===== src/verilog/ucc_pkg.sv =====
// Purpose: shared constants for the channel configuration register group
// Assumes: 125 MHz core clock, APB byte addresses are four times the word index
// Notes:   every offset, field position and reset value is named here

package ucc_pkg;

	// ==========================================================
	// bus geometry
	localparam int              ADDR_W      = 12;
	localparam int              DATA_W      = 32;
	localparam int              REG_W       = 16;
	localparam int              WORD_BYTES  = 4;

	// ==========================================================
	// word indices and byte addresses
	localparam logic [11:0]     IDX_PULLDOWN = 12'h015;
	localparam logic [11:0]     IDX_LOOPBACK = 12'h016;
	localparam logic [11:0]     IDX_INFRARED = 12'h017;
	localparam logic [11:0]     IDX_CLOCKOUT = 12'h018;
	localparam logic [11:0]     IDX_WAKEUP   = 12'h01F;
	localparam logic [11:0]     IDX_FLUSH    = 12'h040;
	localparam logic [11:0]     IDX_LEVEL    = 12'h041;
	localparam logic [11:0]     IDX_WIDE     = 12'h042;

	localparam logic [11:0]     ADDR_PULLDOWN = 12'(IDX_PULLDOWN * WORD_BYTES);
	localparam logic [11:0]     ADDR_LOOPBACK = 12'(IDX_LOOPBACK * WORD_BYTES);
	localparam logic [11:0]     ADDR_INFRARED = 12'(IDX_INFRARED * WORD_BYTES);
	localparam logic [11:0]     ADDR_CLOCKOUT = 12'(IDX_CLOCKOUT * WORD_BYTES);
	localparam logic [11:0]     ADDR_WAKEUP   = 12'(IDX_WAKEUP * WORD_BYTES);
	localparam logic [11:0]     ADDR_FLUSH    = 12'(IDX_FLUSH * WORD_BYTES);
	localparam logic [11:0]     ADDR_LEVEL    = 12'(IDX_LEVEL * WORD_BYTES);
	localparam logic [11:0]     ADDR_WIDE     = 12'(IDX_WIDE * WORD_BYTES);

	// ==========================================================
	// field positions
	localparam int              PD_PINS      = 11;
	localparam int              PD_RX_BIT    = 10;
	localparam int              LB_DATA_BIT  = 0;
	localparam int              LB_RTS_BIT   = 1;
	localparam int              LB_DTR_BIT   = 2;
	localparam int              IR_EN_BIT    = 0;
	localparam int              IR_INV_BIT   = 1;
	localparam int              IR_PULSE_BIT = 2;
	localparam int              CK_HI_LSB    = 8;
	localparam int              CK_LO_LSB    = 0;
	localparam int              CK_FIELD_W   = 8;
	localparam int              WK_RING_BIT  = 2;
	localparam int              WK_RX_BIT    = 3;
	localparam int              FL_RESET_BIT = 0;
	localparam int              FL_OPEN_BIT  = 1;
	localparam int              FL_CLOSE_BIT = 2;
	localparam int              WIDE_EN_BIT  = 0;

	// ==========================================================
	// writable masks and reset values
	localparam logic [15:0]     MASK_PULLDOWN = 16'h07FF;
	localparam logic [15:0]     MASK_LOOPBACK = 16'h0007;
	localparam logic [15:0]     MASK_INFRARED = 16'h0007;
	localparam logic [15:0]     MASK_CLOCKOUT = 16'hFFFF;
	localparam logic [15:0]     MASK_WAKEUP   = 16'h000C;
	localparam logic [15:0]     MASK_FLUSH    = 16'h0006;
	localparam logic [15:0]     MASK_WIDE     = 16'h0001;
	localparam logic [15:0]     RST_ZERO      = 16'h0000;
	localparam logic [15:0]     RST_WAKEUP    = 16'h0004;
	localparam logic [15:0]     RST_FLUSH     = 16'h0002;

	// ==========================================================
	// infrared pulse widths in sixteenths of a bit
	localparam logic [2:0]      IR_PULSE_NARROW = 3'h3;
	localparam logic [2:0]      IR_PULSE_WIDE   = 3'h4;

	// ==========================================================
	// output clock step
	localparam int              CLK_PERIOD_PS = 8000;
	localparam int              STEP_TIME_PS  = 41670;
	localparam int              STEP_CYCLES   = (STEP_TIME_PS + CLK_PERIOD_PS - 1) / CLK_PERIOD_PS;

	typedef enum logic [1:0]
	{
		CG_IDLE = 2'b00,
		CG_HIGH = 2'b01,
		CG_LOW  = 2'b10
	} ucc_clk_state_type;

endpackage


===== src/verilog/ucc_clk_if.sv =====
// Purpose: carries output clock settings to the generator and its level back
// Assumes: single clock domain
// Notes:   cfg side owns the counts, gen side owns the level

`timescale 1ns/10ps

interface ucc_clk_if;
	logic [7:0] high_count;
	logic [7:0] low_count;
	logic       clk_level;

	modport cfg (output high_count, output low_count, input clk_level);
	modport gen (input high_count, input low_count, output clk_level);
endinterface


===== src/verilog/ucc_clkgen.sv =====
// Purpose: programmable output clock with separate high and low step counts
// Assumes: counts are steps of STEP_CYCLES core cycles
// Notes:   a zero count skips that phase; both zero holds the output low

`timescale 1ns/10ps

module ucc_clkgen
	import ucc_pkg::*;
#(
	parameter int STEP_CYC = STEP_CYCLES
)
(
	// clock and reset
	input  wire logic   clk,
	input  wire logic   rst_b,
	// settings and level
	ucc_clk_if.gen      bus
);

	// ==========================================================
	// checks
	localparam int STEP_W = (STEP_CYC > 1) ? $clog2(STEP_CYC) : 1;
	localparam logic [STEP_W-1:0] STEP_LAST = STEP_W'(STEP_CYC - 1);

	if (STEP_CYC < 1)
	begin : g_bad_step
		$error("step count must be at least one cycle");
	end

	// ==========================================================
	// phase sequencer
	ucc_clk_state_type  state_q, state_d;
	logic [STEP_W-1:0]  step_q, step_d;
	logic [7:0]         unit_q, unit_d;
	logic               clk_q, clk_d;
	logic               tick;

	always_comb
	begin
		state_d = state_q;
		unit_d  = unit_q;
		tick    = (step_q == STEP_LAST);
		step_d  = tick ? '0 : step_q + 1'b1;
		case (state_q)
			CG_IDLE:
			begin
				step_d = '0;
				unit_d = 8'h00;
				// both zero leaves the clock static
				if (bus.high_count != 8'h00)
					state_d = CG_HIGH;
				else if (bus.low_count != 8'h00)
					state_d = CG_LOW;
			end
			CG_HIGH:
			begin
				if (bus.high_count == 8'h00)
				begin
					state_d = (bus.low_count == 8'h00) ? CG_IDLE : CG_LOW;
					unit_d  = 8'h00;
					step_d  = '0;
				end
				else if (tick)
				begin
					if (unit_q >= bus.high_count - 8'h01)
					begin
						unit_d = 8'h00;
						if (bus.low_count != 8'h00)
							state_d = CG_LOW;
					end
					else
						unit_d = unit_q + 8'h01;
				end
			end
			CG_LOW:
			begin
				if (bus.low_count == 8'h00)
				begin
					state_d = (bus.high_count == 8'h00) ? CG_IDLE : CG_HIGH;
					unit_d  = 8'h00;
					step_d  = '0;
				end
				else if (tick)
				begin
					if (unit_q >= bus.low_count - 8'h01)
					begin
						unit_d = 8'h00;
						if (bus.high_count != 8'h00)
							state_d = CG_HIGH;
					end
					else
						unit_d = unit_q + 8'h01;
				end
			end
			default:
			begin
				state_d = CG_IDLE;
			end
		endcase
		clk_d = (state_d == CG_HIGH);
	end

	always_ff @(posedge clk or negedge rst_b)
	begin
		if (!rst_b)
		begin
			state_q <= CG_IDLE;
			step_q  <= '0;
			unit_q  <= 8'h00;
			clk_q   <= 1'b0;
		end
		else
		begin
			state_q <= state_d;
			step_q  <= step_d;
			unit_q  <= unit_d;
			clk_q   <= clk_d;
		end
	end

	assign bus.clk_level = clk_q;

	// ==========================================================
	// checks on the generated waveform
	a_zero_static: assert property (@(posedge clk) disable iff (!rst_b)
		(bus.high_count == 8'h00 && bus.low_count == 8'h00) [*2] |-> !clk_q)
		else $error("output clock toggles with both counts zero");

	// a count rewritten inside the phase changes the phase length, so it releases the check
	a_high_width: assert property (@(posedge clk) disable iff (!rst_b)
		($rose(clk_q) && bus.high_count == 8'h01 && bus.low_count != 8'h00 && STEP_CYC == 6)
		|-> ((clk_q [*6] ##1 !clk_q)
		or (##[1:6] (bus.high_count != 8'h01 || bus.low_count == 8'h00))))
		else $error("high phase not one step long");

	a_low_width: assert property (@(posedge clk) disable iff (!rst_b)
		($fell(clk_q) && bus.low_count == 8'h02 && bus.high_count != 8'h00 && STEP_CYC == 6)
		|-> ((!clk_q [*8] ##1 !clk_q [*4] ##1 clk_q)
		or (##[1:12] (bus.low_count != 8'h02 || bus.high_count == 8'h00))))
		else $error("low phase not two steps long");

endmodule


===== src/verilog/ucc_cfg_top.sv =====
// Purpose: per-channel pin, loopback, infrared, clock, wake and transmit queue settings
// Assumes: pins pass two flops; UART and queue signals share the core clock
// Notes:   APB slave, zero wait states, one word per register, data in bits 15:0

`timescale 1ns/10ps

module ucc_cfg_top
	import ucc_pkg::*;
#(
	parameter int LEVEL_W = 10
)
(
	// clock and reset
	input  wire logic               REF_CLK_IN,
	input  wire logic               RST_B_IN,
	// APB slave
	input  wire logic               PSEL_IN,
	input  wire logic               PENABLE_IN,
	input  wire logic               PWRITE_IN,
	input  wire logic [ADDR_W-1:0]  PADDR_IN,
	input  wire logic [DATA_W-1:0]  PWDATA_IN,
	input  wire logic [3:0]         PSTRB_IN,
	output      logic [DATA_W-1:0]  PRDATA_OUT,
	output      logic               PREADY_OUT,
	output      logic               PSLVERR_OUT,
	// pad control, bit 10 receive pin, bits 9:0 GPIO
	input  wire logic [PD_PINS-1:0] PIN_IS_INPUT_IN,
	input  wire logic [PD_PINS-1:0] PULLUP_REQ_IN,
	output      logic [PD_PINS-1:0] PULLDOWN_ON_OUT,
	// UART core side
	input  wire logic               UART_TXD_IN,
	input  wire logic               UART_RTS_IN,
	input  wire logic               UART_DTR_IN,
	output      logic               UART_RXD_OUT,
	output      logic               UART_CTS_OUT,
	output      logic               UART_DSR_OUT,
	// external pins
	output      logic               TX_PIN_OUT,
	output      logic               TX_PIN_OE_OUT,
	input  wire logic               RX_PIN_IN,
	input  wire logic               CTS_PIN_IN,
	input  wire logic               DSR_PIN_IN,
	output      logic               RTS_PIN_OUT,
	output      logic               DTR_PIN_OUT,
	input  wire logic               RING_OR_WAKE_PIN_IN,
	input  wire logic               RING_PIN_IS_INPUT_IN,
	// infrared encoder settings
	output      logic               INFRARED_CONTROL_EN_OUT,
	output      logic [2:0]         IR_PULSE_SIXTEENTHS_OUT,
	// generated clock and wakeup
	output      logic               CLOCK_OUT,
	output      logic               WAKE_EVENT_OUT,
	// transmit queue
	input  wire logic               TX_ENABLE_IN,
	input  wire logic [LEVEL_W-1:0] TX_LEVEL_IN,
	output      logic               TX_FLUSH_OUT,
	output      logic               TX_WIDE_OUT
);

	// ==========================================================
	// checks
	if (LEVEL_W < 1 || LEVEL_W > REG_W)
	begin : g_bad_level
		$error("queue level width must fit one register");
	end

	// ==========================================================
	// pin synchronisers: rx, cts, dsr, ring
	localparam int SY_RX   = 0;
	localparam int SY_CTS  = 1;
	localparam int SY_DSR  = 2;
	localparam int SY_RING = 3;

	logic [3:0] sync1_q, sync1_d;
	logic [3:0] sync2_q, sync2_d;
	logic       rx_prev_q, rx_prev_d;
	logic       ring_prev_q, ring_prev_d;

	always_comb
	begin
		sync1_d     = {RING_OR_WAKE_PIN_IN, DSR_PIN_IN, CTS_PIN_IN, RX_PIN_IN};
		sync2_d     = sync1_q;
		rx_prev_d   = sync2_q[SY_RX];
		ring_prev_d = sync2_q[SY_RING];
	end

	always_ff @(posedge REF_CLK_IN or negedge RST_B_IN)
	begin
		if (!RST_B_IN)
		begin
			// idle-high lines reset high so no false edge at start
			sync1_q     <= 4'hF;
			sync2_q     <= 4'hF;
			rx_prev_q   <= 1'b1;
			ring_prev_q <= 1'b1;
		end
		else
		begin
			sync1_q     <= sync1_d;
			sync2_q     <= sync2_d;
			rx_prev_q   <= rx_prev_d;
			ring_prev_q <= ring_prev_d;
		end
	end

	// ==========================================================
	// APB decode
	logic        setup_rd;
	logic        wr_en;
	logic        addr_hit;
	logic [15:0] wmask;
	logic [15:0] wdat;
	logic [15:0] rd_word;

	assign setup_rd = PSEL_IN && !PENABLE_IN && !PWRITE_IN;
	assign wr_en    = PSEL_IN && PENABLE_IN && PWRITE_IN;
	assign wmask    = {{8{PSTRB_IN[1]}}, {8{PSTRB_IN[0]}}};
	assign wdat     = PWDATA_IN[REG_W-1:0];

	// ==========================================================
	// register state
	logic [15:0]        pd_q, pd_d;
	logic [15:0]        lb_q, lb_d;
	logic [15:0]        ir_q, ir_d;
	logic [15:0]        ck_q, ck_d;
	logic [15:0]        wk_q, wk_d;
	logic [15:0]        fl_q, fl_d;
	logic [15:0]        wide_q, wide_d;
	logic [LEVEL_W-1:0] level_q, level_d;
	logic [15:0]        prdata_q, prdata_d;

	function automatic logic [15:0] merge(input logic [15:0] old, input logic [15:0] val,
		input logic [15:0] lanes, input logic [15:0] keep);
		merge = ((old & ~lanes) | (val & lanes)) & keep;
	endfunction

	always_comb
	begin
		pd_d     = pd_q;
		lb_d     = lb_q;
		ir_d     = ir_q;
		ck_d     = ck_q;
		wk_d     = wk_q;
		fl_d     = fl_q;
		wide_d   = wide_q;
		level_d  = TX_LEVEL_IN;
		prdata_d = prdata_q;
		addr_hit = 1'b1;
		rd_word  = 16'h0000;
		// reserved bits are dropped on write and read as zero
		if (PADDR_IN == ADDR_PULLDOWN)
			rd_word = pd_q;
		else if (PADDR_IN == ADDR_LOOPBACK)
			rd_word = lb_q;
		else if (PADDR_IN == ADDR_INFRARED)
			rd_word = ir_q;
		else if (PADDR_IN == ADDR_CLOCKOUT)
			rd_word = ck_q;
		else if (PADDR_IN == ADDR_WAKEUP)
			rd_word = wk_q;
		else if (PADDR_IN == ADDR_FLUSH)
			rd_word = 16'h0000;
		else if (PADDR_IN == ADDR_LEVEL)
			rd_word = 16'(level_q);
		else if (PADDR_IN == ADDR_WIDE)
			rd_word = wide_q;
		else
			addr_hit = 1'b0;
		if (setup_rd)
			prdata_d = rd_word;
		if (wr_en)
		begin
			if (PADDR_IN == ADDR_PULLDOWN)
				pd_d = merge(pd_q, wdat, wmask, MASK_PULLDOWN);
			else if (PADDR_IN == ADDR_LOOPBACK)
				lb_d = merge(lb_q, wdat, wmask, MASK_LOOPBACK);
			else if (PADDR_IN == ADDR_INFRARED)
				ir_d = merge(ir_q, wdat, wmask, MASK_INFRARED);
			else if (PADDR_IN == ADDR_CLOCKOUT)
				ck_d = merge(ck_q, wdat, wmask, MASK_CLOCKOUT);
			else if (PADDR_IN == ADDR_WAKEUP)
				wk_d = merge(wk_q, wdat, wmask, MASK_WAKEUP);
			else if (PADDR_IN == ADDR_FLUSH)
				fl_d = merge(fl_q, wdat, wmask, MASK_FLUSH);
			else if (PADDR_IN == ADDR_WIDE)
				wide_d = merge(wide_q, wdat, wmask, MASK_WIDE);
		end
	end

	always_ff @(posedge REF_CLK_IN or negedge RST_B_IN)
	begin
		if (!RST_B_IN)
		begin
			pd_q     <= RST_ZERO;
			lb_q     <= RST_ZERO;
			ir_q     <= RST_ZERO;
			ck_q     <= RST_ZERO;
			wk_q     <= RST_WAKEUP;
			fl_q     <= RST_FLUSH;
			wide_q   <= RST_ZERO;
			level_q  <= '0;
			prdata_q <= RST_ZERO;
		end
		else
		begin
			pd_q     <= pd_d;
			lb_q     <= lb_d;
			ir_q     <= ir_d;
			ck_q     <= ck_d;
			wk_q     <= wk_d;
			fl_q     <= fl_d;
			wide_q   <= wide_d;
			level_q  <= level_d;
			prdata_q <= prdata_d;
		end
	end

	// zero wait states; the error only marks the access phase
	assign PREADY_OUT  = 1'b1;
	assign PSLVERR_OUT = PSEL_IN && PENABLE_IN && !addr_hit;
	assign PRDATA_OUT  = {{(DATA_W - REG_W){1'b0}}, prdata_q};

	// ==========================================================
	// pins, loopback, wake and queue control
	logic [PD_PINS-1:0] pdn_q, pdn_d;
	logic               rxd_q, rxd_d;
	logic               cts_q, cts_d;
	logic               dsr_q, dsr_d;
	logic               txp_q, txp_d;
	logic               txoe_q, txoe_d;
	logic               rts_q, rts_d;
	logic               dtr_q, dtr_d;
	logic               wake_q, wake_d;
	logic               flush_q, flush_d;
	logic               txen_prev_q, txen_prev_d;
	logic               rx_ext;

	always_comb
	begin
		// no GPIO versus alternate split: only direction and pull-up request matter
		pdn_d  = pd_q[PD_PINS-1:0] & PIN_IS_INPUT_IN & ~PULLUP_REQ_IN;
		rx_ext = sync2_q[SY_RX] ^ ir_q[IR_INV_BIT];
		rxd_d  = lb_q[LB_DATA_BIT] ? UART_TXD_IN : rx_ext;
		txp_d  = UART_TXD_IN;
		txoe_d = !lb_q[LB_DATA_BIT];
		cts_d  = lb_q[LB_RTS_BIT] ? UART_RTS_IN : sync2_q[SY_CTS];
		dsr_d  = lb_q[LB_DTR_BIT] ? UART_DTR_IN : sync2_q[SY_DSR];
		rts_d  = UART_RTS_IN;
		dtr_d  = UART_DTR_IN;
		wake_d = (wk_q[WK_RX_BIT] && PIN_IS_INPUT_IN[PD_RX_BIT]
			&& rx_prev_q && !sync2_q[SY_RX])
			|| (wk_q[WK_RING_BIT] && RING_PIN_IS_INPUT_IN
			&& ring_prev_q && !sync2_q[SY_RING]);
		txen_prev_d = TX_ENABLE_IN;
		flush_d = (wr_en && PADDR_IN == ADDR_FLUSH && PSTRB_IN[0] && wdat[FL_RESET_BIT])
			|| (fl_q[FL_OPEN_BIT] && TX_ENABLE_IN && !txen_prev_q)
			|| (fl_q[FL_CLOSE_BIT] && !TX_ENABLE_IN && txen_prev_q);
	end

	always_ff @(posedge REF_CLK_IN or negedge RST_B_IN)
	begin
		if (!RST_B_IN)
		begin
			pdn_q       <= '0;
			rxd_q       <= 1'b1;
			cts_q       <= 1'b1;
			dsr_q       <= 1'b1;
			txp_q       <= 1'b1;
			txoe_q      <= 1'b1;
			rts_q       <= 1'b1;
			dtr_q       <= 1'b1;
			wake_q      <= 1'b0;
			flush_q     <= 1'b0;
			txen_prev_q <= 1'b0;
		end
		else
		begin
			pdn_q       <= pdn_d;
			rxd_q       <= rxd_d;
			cts_q       <= cts_d;
			dsr_q       <= dsr_d;
			txp_q       <= txp_d;
			txoe_q      <= txoe_d;
			rts_q       <= rts_d;
			dtr_q       <= dtr_d;
			wake_q      <= wake_d;
			flush_q     <= flush_d;
			txen_prev_q <= txen_prev_d;
		end
	end

	assign PULLDOWN_ON_OUT = pdn_q;
	assign UART_RXD_OUT    = rxd_q;
	assign UART_CTS_OUT    = cts_q;
	assign UART_DSR_OUT    = dsr_q;
	assign TX_PIN_OUT      = txp_q;
	assign TX_PIN_OE_OUT   = txoe_q;
	assign RTS_PIN_OUT     = rts_q;
	assign DTR_PIN_OUT     = dtr_q;
	assign WAKE_EVENT_OUT  = wake_q;
	assign TX_FLUSH_OUT    = flush_q;
	assign TX_WIDE_OUT     = wide_q[WIDE_EN_BIT];
	assign INFRARED_CONTROL_EN_OUT  = ir_q[IR_EN_BIT];
	assign IR_PULSE_SIXTEENTHS_OUT = ir_q[IR_PULSE_BIT] ? IR_PULSE_WIDE : IR_PULSE_NARROW;

	// ==========================================================
	// output clock generator
	ucc_clk_if clk_bus ();

	assign clk_bus.high_count = ck_q[CK_HI_LSB +: CK_FIELD_W];
	assign clk_bus.low_count  = ck_q[CK_LO_LSB +: CK_FIELD_W];
	assign CLOCK_OUT          = clk_bus.clk_level;

	ucc_clkgen #(
		.STEP_CYC (STEP_CYCLES)
	) u_clkgen (
		.clk   (REF_CLK_IN),
		.rst_b (RST_B_IN),
		.bus   (clk_bus.gen)
	);

	// ==========================================================
	// checks
	a_pulldown_write: assert property (@(posedge REF_CLK_IN) disable iff (!RST_B_IN)
		(wr_en && PADDR_IN == ADDR_PULLDOWN && PSTRB_IN[1:0] == 2'h3)
		##1 !wr_en
		|=> (PULLDOWN_ON_OUT == ($past(PWDATA_IN[PD_PINS-1:0], 2) & $past(PIN_IS_INPUT_IN) & ~$past(PULLUP_REQ_IN))))
		else $error("pull-down output does not follow the written value");

	a_pullup_wins: assert property (@(posedge REF_CLK_IN) disable iff (!RST_B_IN)
		1'b1 |=> ((PULLDOWN_ON_OUT & $past(PULLUP_REQ_IN)) == '0))
		else $error("pull-down on while pull-up requested");

	a_data_loop: assert property (@(posedge REF_CLK_IN) disable iff (!RST_B_IN)
		lb_q[LB_DATA_BIT] |=> (UART_RXD_OUT == $past(UART_TXD_IN) && !TX_PIN_OE_OUT))
		else $error("data loopback path wrong");

	a_rts_loop: assert property (@(posedge REF_CLK_IN) disable iff (!RST_B_IN)
		lb_q[LB_RTS_BIT] |=> (UART_CTS_OUT == $past(UART_RTS_IN)))
		else $error("rts loopback path wrong");

	a_dtr_loop: assert property (@(posedge REF_CLK_IN) disable iff (!RST_B_IN)
		lb_q[LB_DTR_BIT] |=> (UART_DSR_OUT == $past(UART_DTR_IN)))
		else $error("dtr loopback path wrong");

	a_rx_invert: assert property (@(posedge REF_CLK_IN) disable iff (!RST_B_IN)
		(!lb_q[LB_DATA_BIT] && ir_q[IR_INV_BIT]) |=> (UART_RXD_OUT != $past(sync2_q[SY_RX])))
		else $error("receive data not inverted");

	a_ir_setting: assert property (@(posedge REF_CLK_IN) disable iff (!RST_B_IN)
		(wr_en && PADDR_IN == ADDR_INFRARED && PSTRB_IN[0])
		|=> (INFRARED_CONTROL_EN_OUT == $past(PWDATA_IN[IR_EN_BIT])
		&& IR_PULSE_SIXTEENTHS_OUT == ($past(PWDATA_IN[IR_PULSE_BIT]) ? IR_PULSE_WIDE : IR_PULSE_NARROW)))
		else $error("infrared settings not applied");

	a_rx_wake: assert property (@(posedge REF_CLK_IN) disable iff (!RST_B_IN)
		(wk_q[WK_RX_BIT] && PIN_IS_INPUT_IN[PD_RX_BIT] && rx_prev_q && !sync2_q[SY_RX])
		|=> WAKE_EVENT_OUT)
		else $error("receive pin fall gave no wakeup");

	a_ring_wake: assert property (@(posedge REF_CLK_IN) disable iff (!RST_B_IN)
		(wk_q[WK_RING_BIT] && RING_PIN_IS_INPUT_IN && $fell(sync2_q[SY_RING]))
		|=> WAKE_EVENT_OUT)
		else $error("ring pin fall gave no wakeup");

	a_flush_auto: assert property (@(posedge REF_CLK_IN) disable iff (!RST_B_IN)
		((fl_q[FL_OPEN_BIT] && $rose(TX_ENABLE_IN)) || (fl_q[FL_CLOSE_BIT] && $fell(TX_ENABLE_IN)))
		|=> TX_FLUSH_OUT)
		else $error("transmitter change gave no flush");

	a_flush_self: assert property (@(posedge REF_CLK_IN) disable iff (!RST_B_IN)
		(wr_en && PADDR_IN == ADDR_FLUSH && PSTRB_IN[0] && PWDATA_IN[FL_RESET_BIT]
		&& !TX_ENABLE_IN && !$past(TX_ENABLE_IN))
		##1 (!wr_en && !TX_ENABLE_IN) |-> TX_FLUSH_OUT ##1 !TX_FLUSH_OUT)
		else $error("flush reset did not pulse once");

	a_level_read: assert property (@(posedge REF_CLK_IN) disable iff (!RST_B_IN)
		(setup_rd && PADDR_IN == ADDR_LEVEL) |=> (PRDATA_OUT == DATA_W'($past(TX_LEVEL_IN, 2))))
		else $error("queue level read wrong");

endmodule


===== config.mk =====
export PLATFORM = sky130hd
export DESIGN_NAME = ucc_cfg_top
export DESIGN_NICKNAME = d
export VERILOG_FILES = /design/src/verilog/ucc_pkg.sv /design/src/verilog/ucc_clk_if.sv /design/src/verilog/ucc_clkgen.sv /design/src/verilog/ucc_cfg_top.sv
export SDC_FILE = /design/constraint.sdc
export NUM_CORES = 1
export LEC_CHECK = 0
export ABC_CLOCK_PERIOD_IN_PS = 3300
export BUFFER_PORTS_ARGS = -buffer_cell sky130_fd_sc_hd__buf_2
export CAP_MARGIN = 20
export CORE_ASPECT_RATIO = 0.7
export CORE_MARGIN = 4
export CORE_UTILIZATION = 54
export CTS_BUF_LIST = sky130_fd_sc_hd__clkbuf_4
export CTS_CLUSTER_SIZE = 8
export DETAILED_ROUTE_END_ITERATION = 12
export GPL_TIMING_DRIVEN = 0
export PLACE_DENSITY = 0.86
export SETUP_SLACK_MARGIN = 0.15
export SYNTH_ARGS = -nofsm -noshare
export SYNTH_HDL_FRONTEND = slang
export SYNTH_SLANG_ARGS = --single-unit

===== constraint.sdc =====
create_clock -name REF_CLK_IN -period 3.3 [get_ports REF_CLK_IN]
set_clock_uncertainty 0.1 [all_clocks]
set_input_delay 0.33 -clock REF_CLK_IN [delete_from_list [all_inputs] [get_ports REF_CLK_IN]]
set_output_delay 0.33 -clock REF_CLK_IN [all_outputs]
set_load 0.05 [all_outputs]

# After elaboration in Yosys (flattened, before gate mapping)
# Cells that the tools add are included.
# op_classes
add_sub_neg	4
order_cmp	2
eq_ne	14
mux	43
bitwise_logic	26
n_reduce_logical	43
# op_table
op	count
two-way mux 16 bit	4
== test 12 x 7 -> 1 bit (second input constant)	5
two-way mux 8 bit	6
== test 12 x 9 -> 1 bit (second input constant)	3
AND 11 bit	3
AND 16 bit	2
two-way mux 10 bit	3
case mux 8 bit (3 select lines)	1
two-way mux 2 bit	10
logical AND 1 bit	18
>= comparator 8 bit	2
logical NOT 8 bit	2
inverter 16 bit	1
bitwise OR 16 bit	1
nonzero test 8 bit	2
subtractor 8 x 1 -> 8 bit (second input constant)	2
two-way mux 1 bit	13
two-way mux 3 bit	4
inverter 11 bit	1
bitwise OR 11 bit	1
AND 3 bit	3
bitwise OR 3 bit	3
case mux 3 bit (3 select lines)	1
adder 8 x 1 -> 8 bit (second input constant)	1
other kinds (23)	40
# totals
regBits	109
out_inout_bits	60

# Logic depth before layout (Yosys ltp)
# logic_depth
word_depth	11
mapped_depth	12
mapped_depth_nobuf	12

# Modules after synthesis
# A second synthesis with hierarchy kept.
# unflattened
cells_unflattened	498
hier_area_um2	5527.8
# modules_own_cells
mod	instances	cells_each	area_per_inst_um2	seq_area_each_um2
ucc_cfg_top	1	327	4045.1	2401.1
ucc_clkgen	1	171	1482.7	350.3

# Least setup slack after synthesis
# No wires, ideal clock.
# synth_path
path_kind	register to register
from	register with a tool-made name
to	register u_clkgen.unit_q[2]
arrival_ns	2.800
required_ns	3.109
path_slack_ns	0.309
path_stages_with_launch	11
n_path_buf	0
synth_period_minus_slack_ns	2.991
cell_sequence	dfrtp_1 or4_1 nor4_1 xnor2_1 ha_1 a21oi_1 nand2_1 or2_2 o2bb2ai_1 nand2_1 o221ai_1
# synth_lines
element	line_no	rtl
end signal, assigned	ucc_clkgen.sv:116	unit_q <= unit_d;
end, declared	ucc_clkgen.sv:34	logic [7:0] unit_q, unit_d;

==> results.md <==
Critical path:
- The number of cells on the worst reg-to-reg path is 10.
- The worst setup path category is reg2reg.
- The total stage count of the critical path is 10.
- STA puts the critical path data required time at 3600 ps.
- In this run the worst path has a maximum fanout of 6.
- The arrival time of the worst setup path is between 3000 and 4000 ps.
- The critical path contains buffers and inverters numbering 0 combined.
- The kind of cell with the highest combined delay along the critical path is simple AND/OR/NAND/NOR gates.
- On the worst path, the slowest cell contributes a delay of 590 ps.
- STA classifies the critical path endpoint as a flip-flop.
- Among all stages on the critical path, the largest delay is contributed by sky130_fd_sc_hd__or4_1.
- The sort of element at the start of the critical path is a flip-flop.
- The critical path goes through or4_1, nor4_2, xnor2_1, ha_1, a21oi_1, nand2_1, or2_2, o2bb2ai_4, nand2_2, o221ai_1.

Drt:
- After detailed routing, the total wire length is 14400 um.
- The detailed-route vias per instance is 5.50.
- The post-detailed-route wirelength per cell is between 15 and 20 um.
- Detailed routing placed a total of ~7000 um of wire on met2.
- The pre-antenna-repair detailed-routing pass consisted of 5 iterations.
- The via count is between 4000 and 5000.
- The met1 layer wirelength in the final routing is 6120 um.
- The detailed-route DRC error count is 0.
- After detailed routing, the met3 layer carries 1200 um of wire.
- The first routing iteration left roughly 400 violations.
- The number of nets with antenna violations after detailed routing is 0.
- The highest metal layer carrying signal wires in the routed design is met4.

Logic synthesis:
- The number of instances in the synthesized netlist is 494.
- Ranked by total cell area, the synthesized netlist is headed by sky130_fd_sc_hd__dfrtp_1, sky130_fd_sc_hd__dfstp_2, sky130_fd_sc_hd__mux2_2.
- The number of flops mapped to enable cells by yosys is 0.
- The portion of synthesized cell area occupied by the leading cell type is 0.423.
- Counting distinct cell types in the post-synthesis netlist gives between 50 and 60.
- A synthesized cell averages about 11 um2.
- The largest area contributor in the synthesized netlist is sky130_fd_sc_hd__dfrtp_1.
- The share of the Yosys chip area taken by registers is 0.516.
- Summing every instance area after synthesis gives 0.00533 mm2.
- In the synthesized netlist the dominant register cell turns out to be sky130_fd_sc_hd__dfrtp_1.
- The post-synthesis sequential element count is 109.
- The count of synthesis-stage warnings from yosys is 0.
- Of all flip-flops after synthesis, the portion carrying an async set or reset was 1.00.

STA:
- Subtracting the final worst setup slack from the clock period gives 3020 ps.
- Measured against its own limit, the worst slew margin works out to 0.426.
- Setup repair after global routing left no endpoint under its margin.
- For the pin with the worst max-slew slack, the measured transition is 854 ps.
- The max-slew violation count came to 0.
- The maximum frequency from static timing analysis is 0.332 GHz.
- Dividing the final minimum period by the clock period gives 0.914.
- Setup violations remaining at the end of the flow were counted as 0.
- On the final layout, the worst hold slack is between 10 and 15 ps.
- In the post-route analysis, the smallest setup slack over all paths is 284 ps.
- The number of hold violations in the final report is 0.

Global route:
- The largest net degree at the start of global routing is 63.
- The number of global-route vias before repair was 4728.
- The aggregate global-route resource usage is 0.257.
- The initial antenna violation count came to 0.
- The first global-routing pass estimated 23600 um of wire.
- The total congestion overflow after global routing is 0.

Place:
- The worst slack after detailed placement is -204 ps.
- The count of buffers from port buffering is 118.
- The final estimated routing congestion in global placement is 0.874.
- Summed over all nets, the half-perimeter wirelength after detailed placement is 10200 um.

Clock tree:
- The clock slew at the register clock pins of the worst setup and hold paths is 160 ps.
- The clock tree from TritonCTS is yes.
- The H-tree was split into 3 levels.
- The clock latency on the worst-skew pair is roughly 490 ps.
- The clock buffer count from CTS is 9.
- The maximum buffer depth of the clock tree is 2.
- The clock tree root driver cell is sky130_fd_sc_hd__clkbuf_4.
- Clock tree synthesis found a total of 109 sinks.

Power and ir drop:
- Dividing total power by cell area gives a power density of 440 mW/mm2.
- The leakage dissipation is 3.51 nW.
- The largest voltage drop on the vdd net is 294 uV.
- The design draws just over 0.003 W.

Cells and area:
- The layout cell share with drive strength beyond 1 is 0.335.
- After the last flow step, the layout net total stands at 816.
- The library cell used most frequently in the layout, excluding fill and tap cells, is sky130_fd_sc_hd__buf_2.
- The top cell types in the final layout, fill and taps aside, are sky130_fd_sc_hd__buf_2, sky130_fd_sc_hd__dfrtp_1, sky130_fd_sc_hd__nand2_1.
- The number of antenna diodes in the final layout is 0.
- The synthesis-to-finish area growth is 30.6%.

Floorplan:
- After floorplanning, the core was divided into 30 placement rows.
- The number of top-level pins is 154.
- For this configuration, the core starts out at a cell density of 0.552.
- The die footprint is about 0.012 mm2.
- The core area is just under 0.01 mm2.
- Measured along the x axis, the die boundary spans 127 um.
- The vertical extent of the die is 91.1 um.

Status:
- The run finished with clean final reports.

Flow run:
- The tool flagged a number of max-cap violations equal to 0.

Worst hold path:
- The worst min-delay path category is in2reg.
- Along the worst hold path, the cell count comes to 3.
==> through the flow <==
| stage | std cells | instance area [um2] | setup TNS, ps | util |
|---|---|---|---|---|
| after floorplan | 509 | 5380 | 0 | - |
| after global placement | 755 | 6130 | -279 | 0.636 |
| after detailed placement | 756 | 6160 | -1100 | 0.639 |
| after CTS | 826 | 6910 | 0 | 0.716 |
| after global routing | 830 | 6960 | 0 | 0.721 |
| final | 830 | 6960 | 0 | 0.721 |
==> where the power goes <==
part,total (W),switching (W),internal (W)
sequential,0.00146,0.0000558,0.00141
clock,0.000791,0.000471,0.000320
combinational,0.000806,0.000484,0.000323
==> per-layer routing <==
metal	GRT usage	up-vias
li1	-	2120
met1	0.341	2230
met2	0.431	205
met3	0.0564	14
met4	0.0625	0
met5	0	-
==> cells in the mapped netlist (6+ instances only) <==
library cell               count
sky130_fd_sc_hd__a21oi_1      13
sky130_fd_sc_hd__a222oi_1      8
sky130_fd_sc_hd__buf_4        19
sky130_fd_sc_hd__dfrtp_1      90
sky130_fd_sc_hd__dfstp_2      19
sky130_fd_sc_hd__ha_1         25
sky130_fd_sc_hd__inv_1        24
sky130_fd_sc_hd__mux2_2       35
sky130_fd_sc_hd__nand2_1      65
sky130_fd_sc_hd__nand3_1      16
sky130_fd_sc_hd__nand4_1       6
sky130_fd_sc_hd__nor2_1       35
sky130_fd_sc_hd__nor3_1        9
sky130_fd_sc_hd__o21ai_0      26
sky130_fd_sc_hd__or3_1         6
sky130_fd_sc_hd__xnor2_1      11
==> worst paths after layout <==
check / slack (ps) / to / startpoint
worst max-delay path: 280 / u_clkgen.unit_q[3] / flip-flop
worst min-delay path: 10 / WAKE_EVENT_OUT / PIN_IS_INPUT_IN[10]
worst max register to register: 280 / u_clkgen.unit_q[3] / flip-flop
worst min register to register: 270 / sync2_q[1] / sync1_q[1]
max in group asynchronous: 2070 / UART_CTS_OUT / RST_B_IN
min in group asynchronous: 280 / u_clkgen.state_q[0] / RST_B_IN
==> tightest hold or removal path, cell delays in order <==
cell and delay, ps:
sky130_fd_sc_hd__buf_2 110, sky130_fd_sc_hd__nand4b_1 80, sky130_fd_sc_hd__nand2_1 60
==> final cells by class <==
class                           count  area [um2]
Sequential cell                   109        2750
Clock buffer                        9        67.6
Clock inverter                      7         106
Inverter                           24        90.1
Buffer                             27         181
Timing Repair Buffer              177        1190
Fill cell                         698        2690
Multi-Input combinational cell    349        2410
Tap cell                          128         160
==> timing repair <==
| action | CTS | global route |
|---|---|---|
| hold buffers | 54 | 0 |
| resized for setup | 4 | 4 |
| pin swaps | 0 | 1 |
| endpoints found under the hold margin | 87 | 0 |
| setup buffers | 0 | 3 |
| endpoints found under the setup margin | 8 | 10 |
==> kinds of logic (layout without fill, tap and decap cells) <==
group,Yosys count,in the layout,share of synthesized area
other,2,17,0.00141
and+or+nand+nor,178,178,0.173
adders and majority gates,25,25,0.0587
DFF,109,109,0.516
xor gates and xnor gates,14,14,0.0230
buffers and inverters,51,244,0.0510
AOI/OAI and AO/OA,78,78,0.0989
muxes,37,37,0.0777
No activity file was read; power rests on OpenSTA's default activity.
